===== config.mk =====
export PLATFORM = sky130hd
export DESIGN_NAME = cwd_config_word_decode
export DESIGN_NICKNAME = d
export VERILOG_FILES = /design/src/rtl/cwd_pkg.sv /design/src/rtl/cwd_clock_output_function_div.sv /design/src/rtl/cwd_config_word_decode.sv
export SDC_FILE = /design/constraint.sdc
export NUM_CORES = 1
export LEC_CHECK = 0
export ABC_AREA = 0
export BUFFER_PORTS_ARGS = -buffer_cell sky130_fd_sc_hd__buf_2
export CORE_UTILIZATION = 40
export DETAILED_ROUTE_END_ITERATION = 16
export PLACE_DENSITY = 0.81
export SYNTH_ARGS = -nofsm -noshare
export SYNTH_HDL_FRONTEND = slang
export SYNTH_SLANG_ARGS = --single-unit

===== constraint.sdc =====
create_clock -name clk -period 1.85 [get_ports clk]
set_input_delay 0 -clock clk [delete_from_list [all_inputs] [get_ports clk]]
set_output_delay 0 -clock clk [all_outputs]
set_load 0.01 [all_outputs]

===== src/rtl/cwd_pkg.sv =====
// Purpose: Shared constants for the configuration word decoder.
// Assumes: One clock at 20 MHz, synchronous active-high reset.
// Notes:   Addresses are word addresses of the programming port.
package cwd_pkg;

  localparam int          CWD_WORD_W       = 14;
  localparam int          CWD_ADDR_W       = 14;
  localparam int          CWD_PC_W         = 13;

  // Configuration space and the location of the word inside it.
  localparam logic [13:0] CWD_CFG_ADDR     = 14'h2007;
  localparam logic [13:0] CWD_CFG_LO       = 14'h2000;
  localparam logic [13:0] CWD_CFG_HI       = 14'h3fff;

  // Erased word: every bit unprogrammed reads one; bit 9 reads zero.
  localparam logic [13:0] CWD_ERASED       = 14'h3dff;
  localparam logic [13:0] CWD_IMPL_MASK    = 14'h3dff;

  // Field positions.
  localparam int          CWD_CP_HI_HI     = 13;
  localparam int          CWD_CP_HI_LO     = 12;
  localparam int          CWD_CP_LO_HI     = 11;
  localparam int          CWD_CP_LO_LO     = 10;
  localparam int          CWD_UNUSED_BIT   = 9;
  localparam int          CWD_DATA_PROT    = 8;
  localparam int          CWD_LOW_VOLT_BIT = 7;
  localparam int          CWD_BOR_BIT      = 6;
  localparam int          CWD_MCLR_BIT     = 5;
  localparam int          CWD_OSC_B2       = 4;
  localparam int          CWD_PWRT_BIT     = 3;
  localparam int          CWD_WDT_BIT      = 2;
  localparam int          CWD_OSC_B1       = 1;
  localparam int          CWD_OSC_B0       = 0;

  // Code protect select codes.
  localparam logic [1:0]  CWD_CP_OFF       = 2'h3;
  localparam logic [1:0]  CWD_CP_UPPER     = 2'h2;
  localparam logic [1:0]  CWD_CP_HALF      = 2'h1;
  localparam logic [1:0]  CWD_CP_ALL       = 2'h0;

  // Protected range bounds.
  localparam logic [12:0] CWD_BASE_ALL     = 13'h0000;
  localparam logic [12:0] CWD_BASE_HALF    = 13'h0200;
  localparam logic [12:0] CWD_BASE_UPPER   = 13'h0400;
  localparam logic [12:0] CWD_TOP_1K       = 13'h03ff;
  localparam logic [12:0] CWD_TOP_2K       = 13'h07ff;

  // Clock-out is the internal clock divided by this figure.
  localparam int          CWD_CLOCK_OUTPUT_FUNCTION_DIV   = 4;
  localparam logic [1:0]  CWD_DIV_LAST     = 2'(CWD_CLOCK_OUTPUT_FUNCTION_DIV - 1);
  localparam logic [1:0]  CWD_DIV_HALF     = 2'(CWD_CLOCK_OUTPUT_FUNCTION_DIV / 2);

  typedef enum logic [2:0] {
    CWD_OSC_LOW_PWR  = 3'h0,
    CWD_OSC_STD      = 3'h1,
    CWD_OSC_FAST     = 3'h2,
    CWD_OSC_EXT_CLK  = 3'h3,
    CWD_OSC_RC_IO    = 3'h4,
    CWD_OSC_RC_CLK   = 3'h5,
    CWD_OSC_RES_IO   = 3'h6,
    CWD_OSC_RES_CLK  = 3'h7
  } cwd_osc_t;

endpackage : cwd_pkg


===== src/rtl/cwd_clock_output_function_div.sv =====
// Purpose: Divides the internal clock for the clock output function.
// Assumes: Enable is a level held while the function is selected.
// Notes:   Output is held low while disabled.
`timescale 1ns/10ps
`default_nettype none
module cwd_clock_output_function_div
  import cwd_pkg::*;
(
  input  wire logic clk,      // internal clock
  input  wire logic reset,    // synchronous reset, active high
  input  wire logic enable,   // clock output function selected
  output logic      clk_out   // divided clock
);

  typedef struct packed {
    logic [1:0] count;
    logic       level;
  } cwd_div_state_t;

  cwd_div_state_t state;
  cwd_div_state_t next_state;

  always_comb begin
    next_state = state;
    if (!enable) begin
      next_state.count = 2'h0;
      next_state.level = 1'b0;
    end else begin
      next_state.count = (state.count == CWD_DIV_LAST) ? 2'h0
                         : 2'(state.count + 2'h1);
      next_state.level = (next_state.count < CWD_DIV_HALF);
    end
  end

  always_ff @(posedge clk) begin
    if (reset) begin
      state <= '0;
    end else begin
      state <= next_state;
    end
  end

  assign clk_out = state.level;

endmodule : cwd_clock_output_function_div
`default_nettype wire


===== src/rtl/cwd_config_word_decode.sv =====
// Purpose: Holds the configuration word and decodes it into settings.
// Assumes: Programmer port is active only while prog_mode is high.
// Notes:   Settings are registered; reads answer one cycle later.
//
// Operation
// Programmed bit zero, erased bit one
// Word lives at location 2007h
// Config space reachable only in programming
// 2K parts: code protect ranges
// 1K parts: code protect ranges
// Bit 9 always reads zero
// Bit 8 zero protects data memory
// Bit 7 selects low voltage program pin
// Oscillator select from bits 4,1,0
// Codes 111/110 external resistor oscillator
// Codes 101/100 internal RC oscillator
// Code 011 external clock input
// Code 010 high speed crystal
// Resistor mode pin: I/O or clock/4
// Codes 001/000 standard, low power crystal
// Brownout, master clear, power timer, watchdog
// Programmer writes both protect pairs equal
//
// Added by the designer: the strobed register port.
`timescale 1ns/10ps
`default_nettype none
module cwd_config_word_decode
  import cwd_pkg::*;
#(
  parameter bit MEM_IS_2K = 1'b0          // program memory 2K when set
) (
  input  wire logic        clk,               // clock, 20 MHz
  input  wire logic        reset,             // synchronous, active high
  input  wire logic        prog_mode,         // device in programming mode
  input  wire logic [13:0] addr,              // programming word address
  input  wire logic [13:0] wdata,             // programming write data
  input  wire logic        wr,                // write strobe
  input  wire logic        rd,                // read strobe
  output logic      [13:0] rdata,             // read data, cycle after rd
  input  wire logic [12:0] fetch_addr,        // program memory address
  output logic             fetch_protected,   // fetch_addr is protected
  output logic             code_protect_on,   // any code protection active
  output logic      [12:0] protect_base,      // lowest protected address
  output logic      [12:0] protect_top,       // highest protected address
  output logic             code_protect_mismatch, // pairs differ
  output logic             data_memory_protect,   // data memory protected
  output logic             low_volt_prog_enable,  // program pin function
  output logic             low_volt_program_pin_is_io, // pin is digital I/O
  output logic             hv_program_entry_only, // high voltage entry
  output logic             brownout_reset_enable, // brown-out reset on
  output logic             master_clear_pin_select, // pin is master clear
  output logic             power_up_timer_enable, // power-up timer on
  output logic             watchdog_enable,     // watchdog on
  output logic      [2:0]  osc_select,          // oscillator code
  output logic             ext_resistor_oscillator, // resistor mode
  output logic             internal_rc_osc,     // internal RC mode
  output logic             external_clock_input_mode, // external clock
  output logic             high_speed_crystal_mode,   // fast crystal
  output logic             standard_crystal_mode,     // standard crystal
  output logic             low_power_crystal_mode,    // low power crystal
  output logic             clock_input_pin_is_io,     // first pin is I/O
  output logic             osc2_pin_is_io,      // second pin is I/O
  output logic             clock_output_function, // second pin drives clk
  output logic             clock_output         // internal clock / 4
);

  typedef struct packed {
    logic [13:0] word;
    logic [13:0] rdata;
    logic        cp_on;
    logic [12:0] base;
    logic [12:0] top;
    logic        mismatch;
    logic        fetch_prot;
    logic        data_prot;
    logic        low_volt;
    logic        bor;
    logic        mclr;
    logic        pwrt;
    logic        wdt;
    logic [2:0]  osc;
  } cwd_state_t;

  cwd_state_t state;
  cwd_state_t next_state;

  always_comb begin
    logic        in_cfg;
    logic [1:0]  cp_hi;
    logic [1:0]  cp_lo;
    logic [12:0] base;
    logic        on;
    in_cfg = 1'b0;
    cp_hi  = 2'h0;
    cp_lo  = 2'h0;
    base   = CWD_BASE_ALL;
    on     = 1'b0;
    next_state = state;
    in_cfg = prog_mode && addr >= CWD_CFG_LO && addr <= CWD_CFG_HI;
    if (in_cfg && wr && addr == CWD_CFG_ADDR) begin
      next_state.word = wdata & CWD_IMPL_MASK;
    end
    next_state.rdata = 14'h0000;
    if (in_cfg && rd && addr == CWD_CFG_ADDR) begin
      next_state.rdata = state.word & CWD_IMPL_MASK;
    end
    // Protection decodes the bitwise AND of both pairs; on a mismatch
    // a select bit reads zero when either pair has it zero.
    cp_hi = {state.word[CWD_CP_HI_HI], state.word[CWD_CP_HI_LO]};
    cp_lo = {state.word[CWD_CP_LO_HI], state.word[CWD_CP_LO_LO]};
    next_state.mismatch = (cp_hi != cp_lo);
    next_state.top = MEM_IS_2K ? CWD_TOP_2K : CWD_TOP_1K;
    case ((cp_hi & cp_lo))
      CWD_CP_OFF: begin
        on = 1'b0;
      end
      CWD_CP_UPPER: begin
        on   = MEM_IS_2K;
        base = CWD_BASE_UPPER;
      end
      CWD_CP_HALF: begin
        on   = 1'b1;
        base = CWD_BASE_HALF;
      end
      CWD_CP_ALL: begin
        on   = 1'b1;
        base = CWD_BASE_ALL;
      end
      default: begin
        on = 1'b0;
      end
    endcase
    next_state.cp_on = on;
    next_state.base  = base;
    next_state.fetch_prot = on && fetch_addr >= base
                            && fetch_addr <= next_state.top;
    next_state.data_prot = ~state.word[CWD_DATA_PROT];
    next_state.low_volt = state.word[CWD_LOW_VOLT_BIT];
    next_state.bor  = state.word[CWD_BOR_BIT];
    next_state.mclr = state.word[CWD_MCLR_BIT];
    next_state.pwrt = ~state.word[CWD_PWRT_BIT];
    next_state.wdt  = state.word[CWD_WDT_BIT];
    next_state.osc  = {state.word[CWD_OSC_B2], state.word[CWD_OSC_B1],
                       state.word[CWD_OSC_B0]};
  end

  always_ff @(posedge clk) begin
    if (reset) begin
      state      <= '0;
      state.word <= CWD_ERASED;
      state.top  <= MEM_IS_2K ? CWD_TOP_2K : CWD_TOP_1K;
      state.low_volt <= 1'b1;
      state.bor  <= 1'b1;
      state.mclr <= 1'b1;
      state.wdt  <= 1'b1;
      state.osc  <= 3'h7;
    end else begin
      state <= next_state;
    end
  end

  logic     clk_div_en;
  cwd_osc_t osc_mode;

  assign osc_mode = cwd_osc_t'(state.osc);

  always_comb begin
    ext_resistor_oscillator   = 1'b0;
    internal_rc_osc           = 1'b0;
    external_clock_input_mode = 1'b0;
    high_speed_crystal_mode   = 1'b0;
    standard_crystal_mode     = 1'b0;
    low_power_crystal_mode    = 1'b0;
    clock_input_pin_is_io     = 1'b0;
    osc2_pin_is_io            = 1'b0;
    clock_output_function     = 1'b0;
    case (osc_mode)
      CWD_OSC_RES_CLK: begin
        ext_resistor_oscillator = 1'b1;
        clock_output_function   = 1'b1;
      end
      CWD_OSC_RES_IO: begin
        ext_resistor_oscillator = 1'b1;
        osc2_pin_is_io          = 1'b1;
      end
      CWD_OSC_RC_CLK: begin
        internal_rc_osc       = 1'b1;
        clock_input_pin_is_io = 1'b1;
        clock_output_function = 1'b1;
      end
      CWD_OSC_RC_IO: begin
        internal_rc_osc       = 1'b1;
        clock_input_pin_is_io = 1'b1;
        osc2_pin_is_io        = 1'b1;
      end
      CWD_OSC_EXT_CLK: begin
        external_clock_input_mode = 1'b1;
        osc2_pin_is_io            = 1'b1;
      end
      CWD_OSC_FAST: begin
        high_speed_crystal_mode = 1'b1;
      end
      CWD_OSC_STD: begin
        standard_crystal_mode = 1'b1;
      end
      CWD_OSC_LOW_PWR: begin
        low_power_crystal_mode = 1'b1;
      end
      default: begin
        osc2_pin_is_io = 1'b0;
      end
    endcase
  end

  assign clk_div_en = clock_output_function;

  cwd_clock_output_function_div u_clock_output_function_div (
    .clk     (clk),
    .reset   (reset),
    .enable  (clk_div_en),
    .clk_out (clock_output)
  );

  assign rdata                      = state.rdata;
  assign fetch_protected            = state.fetch_prot;
  assign code_protect_on            = state.cp_on;
  assign protect_base               = state.base;
  assign protect_top                = state.top;
  assign code_protect_mismatch      = state.mismatch;
  assign data_memory_protect        = state.data_prot;
  assign low_volt_prog_enable       = state.low_volt;
  assign low_volt_program_pin_is_io = ~state.low_volt;
  assign hv_program_entry_only      = ~state.low_volt;
  assign brownout_reset_enable      = state.bor;
  assign master_clear_pin_select    = state.mclr;
  assign power_up_timer_enable      = state.pwrt;
  assign watchdog_enable            = state.wdt;
  assign osc_select                 = state.osc;

endmodule : cwd_config_word_decode
`default_nettype wire


# [Word-level counts from Yosys, hierarchy flattened]
# Cells that the tools add are included.
[totals] wordCells=72 romBits=0 in_bits=46 n_memories=0 output_inout_bits=64 ramBits=0 latch_bits=0 register_bits=68
[classes] shifts=0 n_mux=12 multipliers=0 reduce_logical=18 addsub=1 n_eq_ne=13 div=0 order_cmp=5 bitwise_logic=6
[ops] op="$pmux W11 S2" count=1
[ops] op="$eq A14 B14 Y1 const B" count=1
[ops] op="$ge A14 B14 Y1 const B" count=1
[ops] op="$le A14 B14 Y1 const B" count=1
[ops] op="$mux W14" count=1
[ops] op="$reduce_or A2 Y1" count=7
[ops] op="$ge A13 B13 Y1" count=1
[ops] op="$le A13 B10 Y1 const B" count=1
[ops] op="$eq A3 B3 Y1 const B" count=4
[ops] op="$logic_and A1 B1 Y1" count=8
[ops] op="$mux W1" count=8
[ops] op="$eq A2 B2 Y1 const B" count=3
[ops] op="$eq A3 B2 Y1 const B" count=2
[ops] op="$not A1 Y1" count=5
[ops] op="$eq A3 B1 Y1 const B" count=1
[ops] op="$logic_not A3 Y1" count=1
[ops] op="$reduce_or A3 Y1" count=1
[ops] op="$add A2 B1 Y2 const B" count=1
[ops] op="$and A2 B2 Y2" count=1
[ops] op="$eq A2 B1 Y1 const B" count=1
[ops] op="$logic_not A2 Y1" count=1
[ops] op="$lt A2 B2 Y1 const B" count=1
[ops] op="$mux W2" count=1
[ops] op="$ne A2 B2 Y1" count=1
[ops] op="$pmux W1 S2" count=1

# [Logic depth before layout (Yosys ltp)]
[depth] word_depth=7 depth_mapped=6 depth_no_buf=6

# [Hierarchy]
# From an unflattened synthesis, not the netlist that was laid out.
[hier_totals] cells_unflattened=215 hier_area_um2=1985.7
[modules_own_cells] mod="cwd_config_word_decode" instances=1 area_each_um2=1881.8 cells_per_inst=208 seq_area_each_um2=800.8
[modules_own_cells] mod="cwd_clock_output_function_div" instances=1 area_each_um2=103.8 cells_per_inst=7 seq_area_each_um2=60.1

# [Worst setup path before layout]
# OpenSTA, ideal clock, no wires.
[synth_path] path_type="register to register" from="register state[62] (netlist bit)" to="register state (netlist bit fetch_protected)" path_stages_with_launch=7 n_path_buf=0 path_slack_ns=0.460 required_ns=1.776 setup_ns=0.074 arrival_time_ns=1.316 period_less_slack_ns=1.390 path_cell_list="dfxtp_1 ha_1 nor2b_1 ha_1 nor4b_1 nand3_1 a31oi_1"
[synth_rtl] element="start, declared" line_no="cwd_config_word_decode.sv:84" rtl="cwd_state_t state;"
[synth_rtl] element="start signal, assigned" line_no="cwd_config_word_decode.sv:158" rtl="state <= next_state;"

==> impl_results.md <==
* Period utilization at 0.815
* CP Launch Type: flop
* Failing checks: design-rule violations
* Clock-pin slew of the registers on the worst-case setup and hold paths at roughly 0.08 ns
* Synthesized cell area at 1970 µm²
* Largest net degree at the start of global routing at 18
* Vias/cell at between 4 and 5
* IO Pins at 110
* H-tree depth at 2
* Setup Total Neg Slack at 0 ns
* Initial Utilization at 0.417
* Combinational share of power at 0.081
* Synth Instances at around 220
* Crit Path Max Fanout at 3
* Relative slew slack at 0.612
* Post-DR wirelength/cell at roughly 10 µm
* Met3 GRT Util at 0.0389
* Distinct cells, synth at 28
* Share of cells above drive strength 1 at 0.328
* Initial drt markers at 55
* Min Tclk post-route at 1.51 ns
* GRT busiest layer: met2
* Die height at 72.2 µm
* Syn. warnings at 0
* Most frequent cells in the layout: buf_2, dfxtp_1, nor2_1
* Setup Buffers After CTS at 0
* GR Util met1 at 0.149
* Pleak at about 1.3 nW
* Skew-Pair Late Insertion Delay at 0.28 ns
* Final setup violation count at 0
* Die Span X at 72.2 µm
* Vias in the first global route at 1,390
* Commonest non-fill, non-tap cell in the layout: buf_2
* TritonCTS buffer count at 5
* Via count at approximately 1,500
* Worst path required time at 2.06 ns
* RSZ-0062 raised after global routing: false
* P_sw at 0.367 mW
* Tightest Hold Check Type: primary input to flop
* Data arrival, critical path at between 1.5 and 2 ns
* MaxCap Viol Count at 0
* N_diodes at 0
* Clock tree buffer depth at 2
* Worst Clk Skew at between 0.003 and 0.004 ns
* Setup CP Type: flop to flop
* All-Layer GR Usage at 0.144
* Global-route wire length before repair at 5.79 mm
* TritonCTS clock tree: built
* Upper clock frequency limit at 663 MHz
* Area Growth Syn to Fin at 25.8%
* Site Rows at 25
* Sw Ratio at 0.192
* Clock power share at 0.430
* Initial antenna violation count at 0
* Cell Pwr Density at 771 nW/µm²
* Max Slew Vio Count at 0
* Routing usage on met2 at 0.277
* DP HPWL at 2.68 mm
* RePlAce Congestion at between 0.7 and 0.8
* Final net count at 347
* Sequential share of the synthesized area at 0.437
* Drt pass-1 iters at 12
* WL final at roughly 3.6 mm
* Syn Area/Cell at 9.13 µm²
* Cts repair resizes at 0
* Hold_buf cts at 14
* Placeable core area at 4720 µm²
* Smallest hold slack at roughly 0.013 ns
* GRT overflow at 0
* Reg power frac at 0.489
* Final hold viol count at 0
* Port Buf Inserts at 83
* # DRC at 2
* Status: complete, but fails checks
* Pint at 1.55 mW
* Fill cell instance count of the final layout at ~450
* Num Clock Sinks at 43
* Peak supply drop at 0.386 mV
* Worst-margin pin slew at roughly 0.58 ns
* Root Driver: clkbuf_8
* Post-synthesis register bit count at 43
* CP Capture Type: flop
* Die area at approximately 5200 µm²
* Final ANT Viol Nets at 0
## final timing paths
path / endpoint / depth (start not counted) / slack [ns] / start
worst min-delay path: next_state[6]$_SDFFE_PP1P_ / 3 / 0.01 / wdata[6]
worst max-delay path: fetch_protected$_SDFF_PP0_ / 6 / 0.34 / state[62]$_SDFFE_PP1P_
worst min register to register: power_up_timer_enable$_SDFF_PP0_ / 1 / 0.43 / state[55]$_SDFFE_PP1P_
worst max register to register: fetch_protected$_SDFF_PP0_ / 6 / 0.34 / state[62]$_SDFFE_PP1P_
## through the flow
stage | instance area (µm²) | setup WS, ns | total power [mW] | std cells | utilization
3_5_place_dp | 2210 | 0.344 | 1.09 | 341 | 0.468
6_report | 2480 | 0.341 | 1.91 | 363 | 0.525
2_1_floorplan | 2060 | 0.460 | 1.06 | 239 | -
5_1_grt | 2480 | 0.135 | 2.01 | 363 | 0.525
3_3_place_gp | 2210 | 0.365 | 1.08 | 341 | 0.468
4_1_cts | 2480 | 0.352 | 1.94 | 363 | 0.525
## critical path, cell delays in order (launching register included)
cell	delay [ns]
dfxtp_1	0.33
ha_1	0.20
nor2b_1	0.14
ha_1	0.27
nor4b_1	0.23
nand3_1	0.12
a31oi_1	0.16
## power groups by stage
stage	clock (mW)	combinational, mW	sequential (mW)
finish	0.823	0.155	0.936
global route	0.898	0.172	0.937
CTS	0.847	0.153	0.936
detailed placement	0	0.131	0.958
global placement	0	0.126	0.958
floorplan	0	0.104	0.960
## registers in the layout, summed over array words and instances, names as in the netlist
| name | flops |
|---|---|
| rdata | 13 |
| next_state | 7 |
| state | 6 |
| osc_select | 3 |
| protect_base | 2 |
| u_clock_output_function_div.state | 2 |
| brownout_reset_enable | 1 |
| code_protect_mismatch | 1 |
| code_protect_on | 1 |
| data_memory_protect | 1 |
| fetch_protected | 1 |
| low_volt_prog_enable | 1 |
| master_clear_pin_select | 1 |
| power_up_timer_enable | 1 |
| u_clock_output_function_div.clk_out | 1 |
| watchdog_enable | 1 |
## cell families after synthesis
family,Yosys count,share of synthesized area
other,2,0.00381
flip-flops,43,0.437
AND/OR/NAND/NOR,73,0.209
multiplexers,13,0.0660
AO/OA/AOI/OAI,3,0.0108
buffers and inverters,76,0.236
adder cells (fa/ha/maj),6,0.0381
## layer usage
metal,up-vias,share of wire
li1,775,-
met2,51,0.55
met5,-,0
met4,0,0.0080
met3,2,0.039
met1,697,0.41
## layout make-up
cell class	count	area (µm²)	share of cell area
flip-flops and latches	43	861	0.347
multi-input cells	120	732	0.295
repair buffers	100	578	0.233
inverters	25	93.8	0.0378
well taps	67	83.8	0.0338
clock buffers	6	72.6	0.0292
clock inverters	2	60.1	0.0242
## cell usage after synthesis
master / n / area share
clkbuf_1: 4 / 0.0076
nor2_1: 33 / 0.063
or4_1: 1 / 0.0038
or4b_4: 1 / 0.0070
nor2b_1: 3 / 0.0095
inv_1: 25 / 0.048
dfxtp_1: 43 / 0.44
conb_1: 2 / 0.0038
nor4_4: 1 / 0.011
ha_1: 6 / 0.038
nand4b_4: 1 / 0.012
a31oi_1: 1 / 0.0032
and4b_2: 1 / 0.0057
buf_4: 45 / 0.17
nor3_1: 17 / 0.043
buf_8: 1 / 0.0076
o211ai_1: 1 / 0.0038
a21o_1: 1 / 0.0038
buf_1: 1 / 0.0019
nor4_1: 2 / 0.0063
and2_1: 2 / 0.0063
nand3_1: 1 / 0.0025
or4bb_1: 1 / 0.0057
nor4b_1: 2 / 0.0089
mux2i_1: 13 / 0.066
nand2b_1: 3 / 0.0095
nor3b_1: 3 / 0.011
nand4_1: 1 / 0.0032
Note: power is estimated with default switching activity, not from simulation.
